==> config.mk <==
export PLATFORM = sky130hd
export DESIGN_NAME = sprs_slave
export DESIGN_NICKNAME = d
export VERILOG_FILES = /design/src/design/sprs_pkg.sv /design/src/design/sprs_sync.sv /design/src/design/sprs_slave.sv
export SDC_FILE = /design/constraint.sdc
export NUM_CORES = 1
export LEC_CHECK = 0
export BUFFER_PORTS_ARGS = -buffer_cell sky130_fd_sc_hd__buf_2
export CAP_MARGIN = 20
export CORE_ASPECT_RATIO = 2
export CORE_MARGIN = 1.5
export CORE_UTILIZATION = 45
export DETAILED_ROUTE_END_ITERATION = 8
export PLACE_DENSITY = 0.7
export SYNTH_ARGS = -nofsm -noshare
export SYNTH_HDL_FRONTEND = slang
export SYNTH_SLANG_ARGS = --single-unit
export TNS_END_PERCENT = 20
==> constraint.sdc <==
create_clock -name clk_sys -period 2.7 [get_ports clk_sys]
set_input_delay 0.27 -clock clk_sys [delete_from_list [all_inputs] [get_ports clk_sys]]
set_output_delay 0.27 -clock clk_sys [all_outputs]
set_load 0.02 [all_outputs]
==> src/design/sprs_pkg.sv <==
// Notes on behaviour
// - Transaction is two bytes, full duplex
// - Command then data in; status then data out
// - Select fall starts frame, enables output
// - First output bit at first rising clock
// - Output changes only on rising clock
// - Input sampled on falling clock
// - Valid only with exactly sixteen sample edges
// - Write commits at select rising edge
// - Register captured while parity bit shifts
// - Output high impedance while select high
// - Five-bit field selects the register
// - Read flag one: ignore data, no change
// - Write returns old contents, stores new
// - Parity checked on writes only
// - First output byte is system status
package sprs_pkg;
    localparam int SPRS_FRAME_BITS  = 16;
    localparam int SPRS_CNT_W       = 5;
    localparam int SPRS_IDX_W       = 5;
    localparam int SPRS_DATA_W      = 8;
    localparam int SPRS_NUM_REGS    = 32;
    localparam int SPRS_STATUS_IDX  = 12;
    localparam int SPRS_CMD_RW_POS  = 7;
    localparam int SPRS_CMD_IDX_LSB = 2;
    localparam int SPRS_CMD_PAR_POS = 1;
    localparam logic [7:0] SPRS_REG_RESET = 8'h00;
    localparam int SPRS_PARITY_BITNUM = 7;

    typedef struct packed {
        logic       rdNotWr;
        logic [4:0] registerIndexField;
        logic       parity;
        logic       unused;
    } sprs_cmd_type;

    typedef struct packed {
        logic       wrEn;
        logic [4:0] idx;
        logic [7:0] data;
    } sprs_wr_type;
endpackage

==> src/design/sprs_sync.sv <==
`timescale 1ns/1ns
// Two-flop synchroniser with a registered edge detector after the second stage
module sprs_sync
(
    // Clock and reset
    input  wire logic clk_sys,
    input  wire logic srst,
    input  wire logic resetValue,
    // Pin in
    input  wire logic pinIn,
    // Synchronised level and edges
    output logic      syncOut,
    output logic      riseOut,
    output logic      fallOut
);
    logic stage1_reg;
    logic stage2_reg;
    logic prev_reg;

    // Only stage2 reads stage1
    always_ff @(posedge clk_sys)
    begin
        if (srst)
        begin
            stage1_reg <= resetValue;
            stage2_reg <= resetValue;
            prev_reg   <= resetValue;
        end
        else
        begin
            stage1_reg <= pinIn;
            stage2_reg <= stage1_reg;
            prev_reg   <= stage2_reg;
        end
    end

    assign syncOut = stage2_reg;
    assign riseOut = stage2_reg & ~prev_reg;
    assign fallOut = ~stage2_reg & prev_reg;
endmodule

==> src/design/sprs_slave.sv <==
`timescale 1ns/1ns
// SPI register access slave; registers live here as an array
module sprs_slave
(
    // Clock and reset
    input  wire logic                clk_sys,
    input  wire logic                srst,
    // SPI pins
    input  wire logic                slaveSelect_n,
    input  wire logic                serial_shift_clock,
    input  wire logic                mosi,
    output logic                     misoOut,
    output logic                     misoOe,
    // Status and committed writes
    input  wire logic [7:0]          systemStatus,
    output logic                     writeStrobe,
    output logic [4:0]               writeIndex,
    output logic [7:0]               writeData,
    output logic [255:0]             regsFlat
);
    // Synchronised pins and their edges
    logic                 ssSync;
    logic                 ssRise;
    logic                 ssFall;
    logic                 sckSync;
    logic                 sckRise;
    logic                 sckFall;
    logic                 mosiSync;

    // Frame state, shifters and the register array
    logic                 active_reg;
    logic [4:0]           bitCnt_reg;
    logic [15:0]          rx_reg;
    logic [7:0]           txShift_reg;
    logic                 misoOut_reg;
    logic [7:0]           captured_reg;
    logic [7:0]           regs_reg [0:31];
    sprs_pkg::sprs_wr_type wr_reg;

    // Every pin passes two flops; idle levels preload the detectors so reset makes no false edge
    sprs_sync uSs
    (
        .clk_sys    (clk_sys),
        .srst       (srst),
        .resetValue (1'b1),
        .pinIn      (slaveSelect_n),
        .syncOut    (ssSync),
        .riseOut    (ssRise),
        .fallOut    (ssFall)
    );

    sprs_sync uSck
    (
        .clk_sys    (clk_sys),
        .srst       (srst),
        .resetValue (1'b0),
        .pinIn      (serial_shift_clock),
        .syncOut    (sckSync),
        .riseOut    (sckRise),
        .fallOut    (sckFall)
    );

    sprs_sync uMosi
    (
        .clk_sys    (clk_sys),
        .srst       (srst),
        .resetValue (1'b0),
        .pinIn      (mosi),
        .syncOut    (mosiSync),
        .riseOut    (),
        .fallOut    ()
    );

    // Decode of the received command byte
    sprs_pkg::sprs_cmd_type cmd;
    wire logic [6:0] cmdParityBits = {cmd.rdNotWr, cmd.registerIndexField, cmd.parity};
    wire logic       parityOk      = ~^cmdParityBits;
    wire logic       countOk       = (bitCnt_reg == 5'(sprs_pkg::SPRS_FRAME_BITS));
    wire logic       sampleEdge    = active_reg & sckFall & ~ssSync;
    wire logic       shiftEdge     = active_reg & sckRise & ~ssSync;
    wire logic [15:0] rxNext       = {rx_reg[14:0], mosiSync};
    wire logic       atParity      = (bitCnt_reg == 5'(sprs_pkg::SPRS_PARITY_BITNUM - 1)) & sampleEdge;
    wire logic       handover      = (bitCnt_reg == 5'(sprs_pkg::SPRS_DATA_W - 1)); // Last status bit leaves here
    wire logic [7:0] txShiftNext   = handover ? captured_reg : {txShift_reg[6:0], 1'b0};
    wire logic       commitOk      = ssRise & active_reg & countOk & ~cmd.rdNotWr & parityOk;
    assign cmd = rx_reg[15:8];

    // Frame control and input shifting; sample on serial clock falls
    always_ff @(posedge clk_sys)
    begin
        if (srst)
        begin
            active_reg <= 1'b0;
            bitCnt_reg <= 5'h00;
            rx_reg     <= 16'h0000;
        end
        else if (ssFall)
        begin
            active_reg <= 1'b1;
            bitCnt_reg <= 5'h00;
            rx_reg     <= 16'h0000;
        end
        else if (ssRise)
            active_reg <= 1'b0;
        else if (sampleEdge)
        begin
            rx_reg <= rxNext;
            if (bitCnt_reg != 5'h1F)
                bitCnt_reg <= bitCnt_reg + 5'h01;               // saturates so extra edges still fail
        end
    end

    // Output path: status byte first, then the register held aside at the parity bit
    always_ff @(posedge clk_sys)
    begin
        if (srst)
        begin
            txShift_reg <= 8'h00;
            misoOut_reg <= 1'b0;
        end
        else if (ssFall)
            txShift_reg <= systemStatus;
        else if (shiftEdge)
        begin
            misoOut_reg <= txShift_reg[7];
            txShift_reg <= txShiftNext;
        end
    end

    // Loading the shifter at the parity bit would lose the last status bit, so hold the register aside
    always_ff @(posedge clk_sys)
    begin
        if (srst)
            captured_reg <= 8'h00;
        else if (atParity)
            captured_reg <= regs_reg[rxNext[5:1]];
    end

    // Register array and write commit at select rising edge
    always_ff @(posedge clk_sys)
    begin
        if (srst)
        begin
            for (int i = 0; i < sprs_pkg::SPRS_NUM_REGS; i++)
                regs_reg[i] <= sprs_pkg::SPRS_REG_RESET;
            wr_reg <= '0;
        end
        else
        begin
            wr_reg.wrEn <= commitOk;
            if (commitOk)
            begin
                regs_reg[cmd.registerIndexField] <= rx_reg[7:0];
                wr_reg.idx  <= cmd.registerIndexField;
                wr_reg.data <= rx_reg[7:0];
            end
        end
    end

    // Flat view of the array for observers
    genvar g;
    generate
        for (g = 0; g < sprs_pkg::SPRS_NUM_REGS; g++)
        begin : gFlat
            assign regsFlat[g*8 +: 8] = regs_reg[g];
        end
    endgenerate

    // Pin drive: enable only while the frame is active
    assign misoOe      = active_reg & ~ssSync;
    assign misoOut     = misoOe ? misoOut_reg : 1'b0;
    assign writeStrobe = wr_reg.wrEn;
    assign writeIndex  = wr_reg.idx;
    assign writeData   = wr_reg.data;

    // Frame and write checks
    a_frame_length: assert property (@(posedge clk_sys) disable iff (srst)
        writeStrobe |-> $past(bitCnt_reg) == 5'h10)
        else $error("write committed with wrong edge count");
    a_count_saturates: assert property (@(posedge clk_sys) disable iff (srst)
        bitCnt_reg == 5'h1F && !ssFall |=> bitCnt_reg == 5'h1F)
        else $error("edge counter wrapped");
    a_count_restart: assert property (@(posedge clk_sys) disable iff (srst)
        ssFall |=> bitCnt_reg == 5'h00)
        else $error("edge counter not cleared at frame start");
    a_strobe_pulse: assert property (@(posedge clk_sys) disable iff (srst)
        writeStrobe |=> !writeStrobe)
        else $error("write strobe longer than one cycle");
    a_read_no_write: assert property (@(posedge clk_sys) disable iff (srst)
        writeStrobe |-> !$past(cmd.rdNotWr))
        else $error("read transaction wrote a register");
    a_parity_checked: assert property (@(posedge clk_sys) disable iff (srst)
        writeStrobe |-> $past(parityOk))
        else $error("write with bad parity committed");

    // Output path and write storage checks
    a_idle_highz: assert property (@(posedge clk_sys) disable iff (srst)
        ssSync |-> !misoOe && !misoOut)
        else $error("output driven while deselected");
    a_out_on_rise: assert property (@(posedge clk_sys) disable iff (srst)
        $changed(misoOut_reg) |-> $past(sckRise))
        else $error("output changed off rising clock");
    a_status_first: assert property (@(posedge clk_sys) disable iff (srst)
        ssFall |=> txShift_reg == $past(systemStatus))
        else $error("status byte not loaded at frame start");
    a_drive_on_start: assert property (@(posedge clk_sys) disable iff (srst)
        ssFall ##1 !ssSync |-> misoOe)
        else $error("output not enabled after select fall");
    a_write_stores: assert property (@(posedge clk_sys) disable iff (srst)
        writeStrobe |-> regs_reg[writeIndex] == writeData)
        else $error("write data not stored");
    a_capture_parity: assert property (@(posedge clk_sys) disable iff (srst)
        atParity |=> captured_reg == $past(regs_reg[rxNext[5:1]]))
        else $error("register not captured at parity bit");
    a_byte_handover: assert property (@(posedge clk_sys) disable iff (srst)
        shiftEdge && handover |=> txShift_reg == $past(captured_reg))
        else $error("register byte not handed to the shifter");

    // Main scenarios
    c_write: cover property (@(posedge clk_sys) writeStrobe);
    c_handover: cover property (@(posedge clk_sys) shiftEdge && handover);
    c_read_end: cover property (@(posedge clk_sys) ssRise && countOk && cmd.rdNotWr);
    c_bad_count: cover property (@(posedge clk_sys) ssRise && active_reg && !countOk);
    c_bad_parity: cover property (@(posedge clk_sys) ssRise && countOk && !cmd.rdNotWr && !parityOk);
endmodule

==> results of run 1 <==
-- power by group --
| part | internal [mW] | switching, mW | leakage (nW) |
|---|---|---|---|
| logic | 0.206 | 0.396 | 2.79 |
| registers | 5.40 | 0.116 | 3.14 |
| clock network | 2.59 | 1.76 | 0.484 |
-- what timing repair did --
item | 4_1_cts | 5_1_grt
gates resized for setup | 0 | 12
endpoints found under the hold margin | 10 | 0
hold buffers | 10 | 0
endpoints found under the setup margin | 0 | 87
-- Yosys cell counts (2+ instances only) --
cell type / count / area (um^2)
nor2b_1: 16 / 100
or3_1: 3 / 18.8
or2_2: 5 / 31.3
nor2_1: 297 / 1110
xnor2_1: 3 / 26.3
and4_1: 2 / 17.5
or4_1: 8 / 60.1
a211oi_1: 8 / 60.1
xor2_1: 2 / 17.5
a211o_1: 7 / 61.3
nand2b_1: 4 / 25.0
nor3_1: 5 / 25.0
clkbuf_1: 66 / 248
and3_1: 2 / 12.5
a22oi_1: 64 / 480
and2_1: 7 / 43.8
buf_1: 11 / 41.3
inv_1: 6 / 22.5
ha_1: 10 / 125
buf_2: 11 / 55.1
a21oi_1: 52 / 260
nand2_1: 102 / 383
buf_6: 13 / 146
a21o_1: 32 / 240
edfxtp_1: 256 / 7690
mux2i_1: 155 / 1550
dfxtp_1: 61 / 1220
-- tightest hold or removal path, cell delays in order --
cell	delay, ns
buf_2	0.10
nor2b_1	0.10
nor3_1	0.06
-- stage by stage --
stage          cells  utilization  total power, mW  area, um^2
3_5_place_dp    1887        0.529             6.21       16400
4_1_cts         1946        0.564             10.5       17500
5_1_grt         1946        0.565             10.7       17500
6_report        1946        0.565             10.5       17500
2_1_floorplan   1218            -             5.91       14200
3_3_place_gp    1887        0.529             6.20       16400
-- path summary, 6_finish.rpt --
kind,startpoint,end
worst max-delay path,rx_reg[2],captured_reg[7]
worst min-delay path,systemStatus[0],txShift_reg[0]
worst max register to register,rx_reg[2],captured_reg[7]
worst min register to register,uSs.stage1_reg,uSs.syncOut
-- layer usage --
layer  track usage  vias up  part of all wire
met4         0.202        0             0.080
met1         0.287     5336              0.32
met5             0        -                 0
li1              -     4878                 -
met3        0.0284      141             0.062
met2         0.517      571              0.54
-- cell type report --
cell class              count  area, um^2
fillers                  2660       13500
flip-flops and latches    317        8910
multi-input cells         793        4770
repair buffers            363        2270
clock buffers              33         728
well taps                 418         523
clock inverters            16         259
inverters                   6        22.5
-- logic make-up after synthesis --
family / synth area share
AND/OR/NAND/NOR: 0.133
buffers and inverters: 0.0367
flip-flops: 0.629
multiplexers: 0.109
adder cells (fa/ha/maj): 0.00883
XOR/XNOR: 0.00468
AO/OA/AOI/OAI: 0.0784
==> results.json, run 1 <==
{
  "status": "finished, final reports clean",
  "synth_edf_count": 256,
  "crit_chain": "nor2_2 > buf_4 > a22oi_1 > a21oi_1 > or4_1 > a211oi_1",
  "seq_area_frac_synth": 0.629,
  "drt-vias-per-instance": 5.61,
  "final_cell_mix": "nor2_1, buf_2, edfxtp_1",
  "maxCapViolCount": 0,
  "ys_seq_elements": 317,
  "cpMaxStageDelayCell": "dfxtp_1",
  "syn_inst": 1218,
  "criticalPathCategory": "flop to flop",
  "arrival_ns": 3.14,
  "fp-row-count": 91,
  "worstSetupStartpointType": "flop",
  "port_buffers": 284,
  "routed_wl_um": 46200,
  "period_needed_ns": 2.66,
  "core_area_mm2": 0.0310,
  "cts.sinks": 317,
  "slew_viol_final": 0,
  "firstDrtPassIters": 5,
  "start_util": 0.458,
  "die_area_mm2": 0.0326,
  "power.density_mw_per_mm2": 598,
  "cts_made_buffers": 27,
  "synthArstFlopShare": 0,
  "grt_first_pass_wirelength_um": 65900,
  "diodes": 0,
  "worstMarginPinSlew_ns": 0.848,
  "setup_tns_ns": 0,
  "dp_slack_ns": 0.0446,
  "hold_path_class": "primary input to flop",
  "num_vias": 10926,
  "ir_drop_v": 0.000528,
  "yosys_warnings": 0,
  "whs_ns": 0.0226,
  "dp_hpwl_um": 34700,
  "layout_commonest_cell": "nor2_1",
  "h-tree-depth": 1,
  "grt_overflow": 0,
  "clk_pin_slew_worst_paths_ns": 0.07,
  "r2r_slack_ns": 0.04,
  "io_pins": 285,
  "clk_latency_ns": 0.56,
  "cp_top_family": "compound AO/OA/AOI/OAI gates",
  "drt-initial-drc-count": 814,
  "min_path_cells": 3,
  "ys.flop_type": "edfxtp_1",
  "wl_per_cell_um": 23.7,
  "ys_types": 37,
  "leakage_nw": 6.41,
  "die_h_um": 254,
  "cts_tree": "yes",
  "cpPeakStageDelay_ns": 0.72,
  "syn-num-nets": 1241,
  "root_buffer": "clkbuf_16",
  "finalCritPeriodShare": 0.987,
  "max-slew-margin-rel": 0.434,
  "worstPathMaxFanout": 16,
  "grt_util_all_layers": 0.279,
  "die_w_um": 128,
  "fin_skew_ns": 0.0247,
  "post_cts_buffers": 0,
  "synthesis.area_mm2": 0.0142,
  "max_freq_mhz": 375,
  "layout.nets": 1531,
  "cts_buffer_depth": 3,
  "rsz0062_at_grt": "false",
  "avgSynthCellArea_um2": 11.6,
  "worst_slack_ns": 0.0362,
  "syn_to_final_growth_pct": 23.4,
  "drtAntennaViolNets": 0,
  "largest_reg_flops": 256,
  "cp.depth": 6,
  "place.gp.congestion": 0.930,
  "r2r_cells": 6,
  "setup_viol": 0,
  "crit_required_ns": 3.17,
  "hold_violations": 0,
  "drive_gt1_frac": 0.277,
  "grt_pass1_vias": 10681,
  "grt_max_degree": 65,
  "drc": 0,
  "crit_buf_inv": 1,
  "endpoint_kind": "flop",
  "antenna_found_initial": 0
}
Power figures use the tool's default switching activity.
==> run 2: changes to the inputs <==
--- a/config.mk
+++ b/config.mk
@@ -11,7 +11,7 @@
 export CORE_MARGIN = 1.5
 export CORE_UTILIZATION = 45
 export DETAILED_ROUTE_END_ITERATION = 8
-export PLACE_DENSITY = 0.7
+export PLACE_DENSITY = 0.67
 export SYNTH_ARGS = -nofsm -noshare
 export SYNTH_HDL_FRONTEND = slang
 export SYNTH_SLANG_ARGS = --single-unit
==> constraint.sdc (replaced) <==
create_clock -name clk_sys -period 2.9 [get_ports clk_sys]
set_input_delay 0.435 -clock clk_sys [delete_from_list [all_inputs] [get_ports clk_sys]]
set_output_delay 0.435 -clock clk_sys [all_outputs]
set_load 0.02 [all_outputs]
==> run 2 against run 1 <==
Compared with the run above:
- sequential power shrank 7.1%
- non-clock buffer count shrank 31
- die area is the same
- routed wire length grew 1.3%
- count of clock-buffer cells in the layout is the same
- clock skew shrank 0.014 ns
- core utilization shrank 1.6 points
- critical path depth grew 2
- fmax shrank 4.4%
- clock power shrank 13%
- first-iteration DRC count grew 7.2%
- sequential share of layout area grew 1.5 points
==> results.json, run 2 (synthesis gave the netlist of run 1 again) <==
{
  "io_pins": 285,
  "cts.sinks": 317,
  "fp-row-count": 91,
  "drive_gt1_frac": 0.261,
  "dpl_cell_area_mm2": 0.0161,
  "finalCritPeriodShare": 0.961,
  "crit_end": "regs_reg[25][5]",
  "max_freq_mhz": 359,
  "maxCapViolCount": 0,
  "post_cts_buffers": 0,
  "wl_per_cell_um": 24.4,
  "cts_buffer_depth": 3,
  "cts_resized": 0,
  "slew_viol_final": 0,
  "diodes": 0,
  "grt_max_degree": 49,
  "final_cell_mix": "nor2_1, buf_2, edfxtp_1",
  "arrival_ns": 3.00,
  "layout.nets": 1500,
  "r2r_slack_ns": 0.11,
  "layout_commonest_cell": "nor2_1",
  "cts_made_buffers": 27,
  "status": "finished, final reports clean",
  "grt_pass1_vias": 10644,
  "ir_drop_v": 0.000468,
  "die_h_um": 254,
  "multi_input_area_mm2": 0.00477,
  "syn_to_final_growth_pct": 20.0,
  "clk_latency_ns": 0.55,
  "hold_buffers": 0,
  "antenna_found_initial": 1,
  "hold_violations": 0,
  "start_util": 0.458,
  "die_w_um": 128,
  "fill_cells": 2752,
  "final_area_mm2": 0.0170,
  "hold_start": "slaveSelect_n",
  "grt_overflow": 0,
  "grt_util_all_layers": 0.284,
  "grt_first_pass_wirelength_um": 67200,
  "drt-vias-per-instance": 5.62,
  "num_vias": 10754,
  "drt-initial-drc-count": 873,
  "dp_hpwl_um": 34700,
  "ff_latch_area_mm2": 0.00891,
  "worstMarginPinSlew_ns": 0.864,
  "worstSetupStartpointType": "flop",
  "criticalPathCategory": "flop to flop",
  "worstPathMaxFanout": 8,
  "drc": 0,
  "fin_skew_ns": 0.0107,
  "timing.rr.start": "rx_reg[14]",
  "r2r_cells": 8,
  "die_area_mm2": 0.0326,
  "crit_required_ns": 3.11,
  "port_buffers": 284,
  "leakage_nw": 6.19,
  "routed_wl_um": 46800,
  "hold_path_class": "primary input to flop",
  "rsz0062_at_grt": "false",
  "setup_tns_ns": 0,
  "power.density_mw_per_mm2": 554,
  "firstDrtPassIters": 5,
  "place.gp.congestion": 0.891,
  "core_area_mm2": 0.0310,
  "cts_tree": "yes",
  "clk_pin_slew_worst_paths_ns": 0.07,
  "period_needed_ns": 2.79,
  "max-slew-margin-rel": 0.423,
  "endpoint_kind": "flop",
  "largest_reg_flops": 256,
  "setup_viol": 0,
  "startpoint": "rx_reg[14]",
  "h-tree-depth": 1,
  "r2r-end": "regs_reg[25][5]",
  "root_buffer": "clkbuf_16",
  "drtAntennaViolNets": 0
}
-- run 2: changes by cell type in the layout (fill, tap and decap cells not counted), sizes merged --
| cell | previous run | this run |
|---|---|---|
| buf | 353 | 332 |
| bufinv | 7 | 4 |
| clkinvlp | 1 | 3 |
| dlygate4sd3 | 10 | 0 |
| inv | 6 | 7 |
-- run 2: report_power, final --
group | switching (mW) | internal, mW | total [mW]
logic | 0.360 | 0.150 | 0.510
clock network | 1.67 | 2.10 | 3.77
registers | 0.103 | 5.03 | 5.13
total | 2.13 | 7.28 | 9.41
-- run 2: worst max-delay path: stages, from the launching register on --
cell and delay (ns):
dfxtp_1 0.34, inv_1 0.08, ha_1 0.29, xor2_1 0.20, xnor2_1 0.13, or4_4 0.58, nor3_1 0.19, buf_4 0.25
a21o_1 0.38
-- run 2: cell type report --
class	count	area share
clock buffers	33	0.0417
clock inverters	16	0.0113
inverters	6	0.00132
multi-input cells	793	0.281
flip-flops and latches	317	0.524
well taps	418	0.0308
repair buffers	332	0.110
-- run 2: metrics by stage --
step | hold WS [ns] | worst slack, ns | util | cells | power (mW)
3_5_place_dp | 0.401 | 0.191 | 0.520 | 1866 | 5.74
3_3_place_gp | 0.404 | 0.245 | 0.520 | 1866 | 5.73
5_1_grt | 0.0591 | 0.00434 | 0.549 | 1915 | 9.63
6_report | 0.0683 | 0.113 | 0.549 | 1915 | 9.41
2_1_floorplan | 0.389 | 0.0489 | - | 1218 | 5.50
4_1_cts | 0.0479 | 0.166 | 0.549 | 1915 | 9.43
-- run 2: how the worst min path moves through the flow --
stage                                end  slack (ns)  cells after the start
final                     uSs.stage1_reg        0.07                      2
after floorplan              uSs.syncOut        0.39                      1
after global routing      uSs.stage1_reg        0.06                      2
after global placement       uSs.syncOut        0.40                      1
after CTS                 uSs.stage1_reg        0.05                      2
after detailed placement     uSs.syncOut        0.40                      1
-- run 2: layer usage --
layer  GRT usage  vias to the layer above  part of all wire
met2       0.529                      534              0.54
met4       0.184                        0             0.069
li1            -                     4825                 -
met5           0                        -                 0
met1       0.297                     5266              0.33
met3      0.0314                      129             0.059
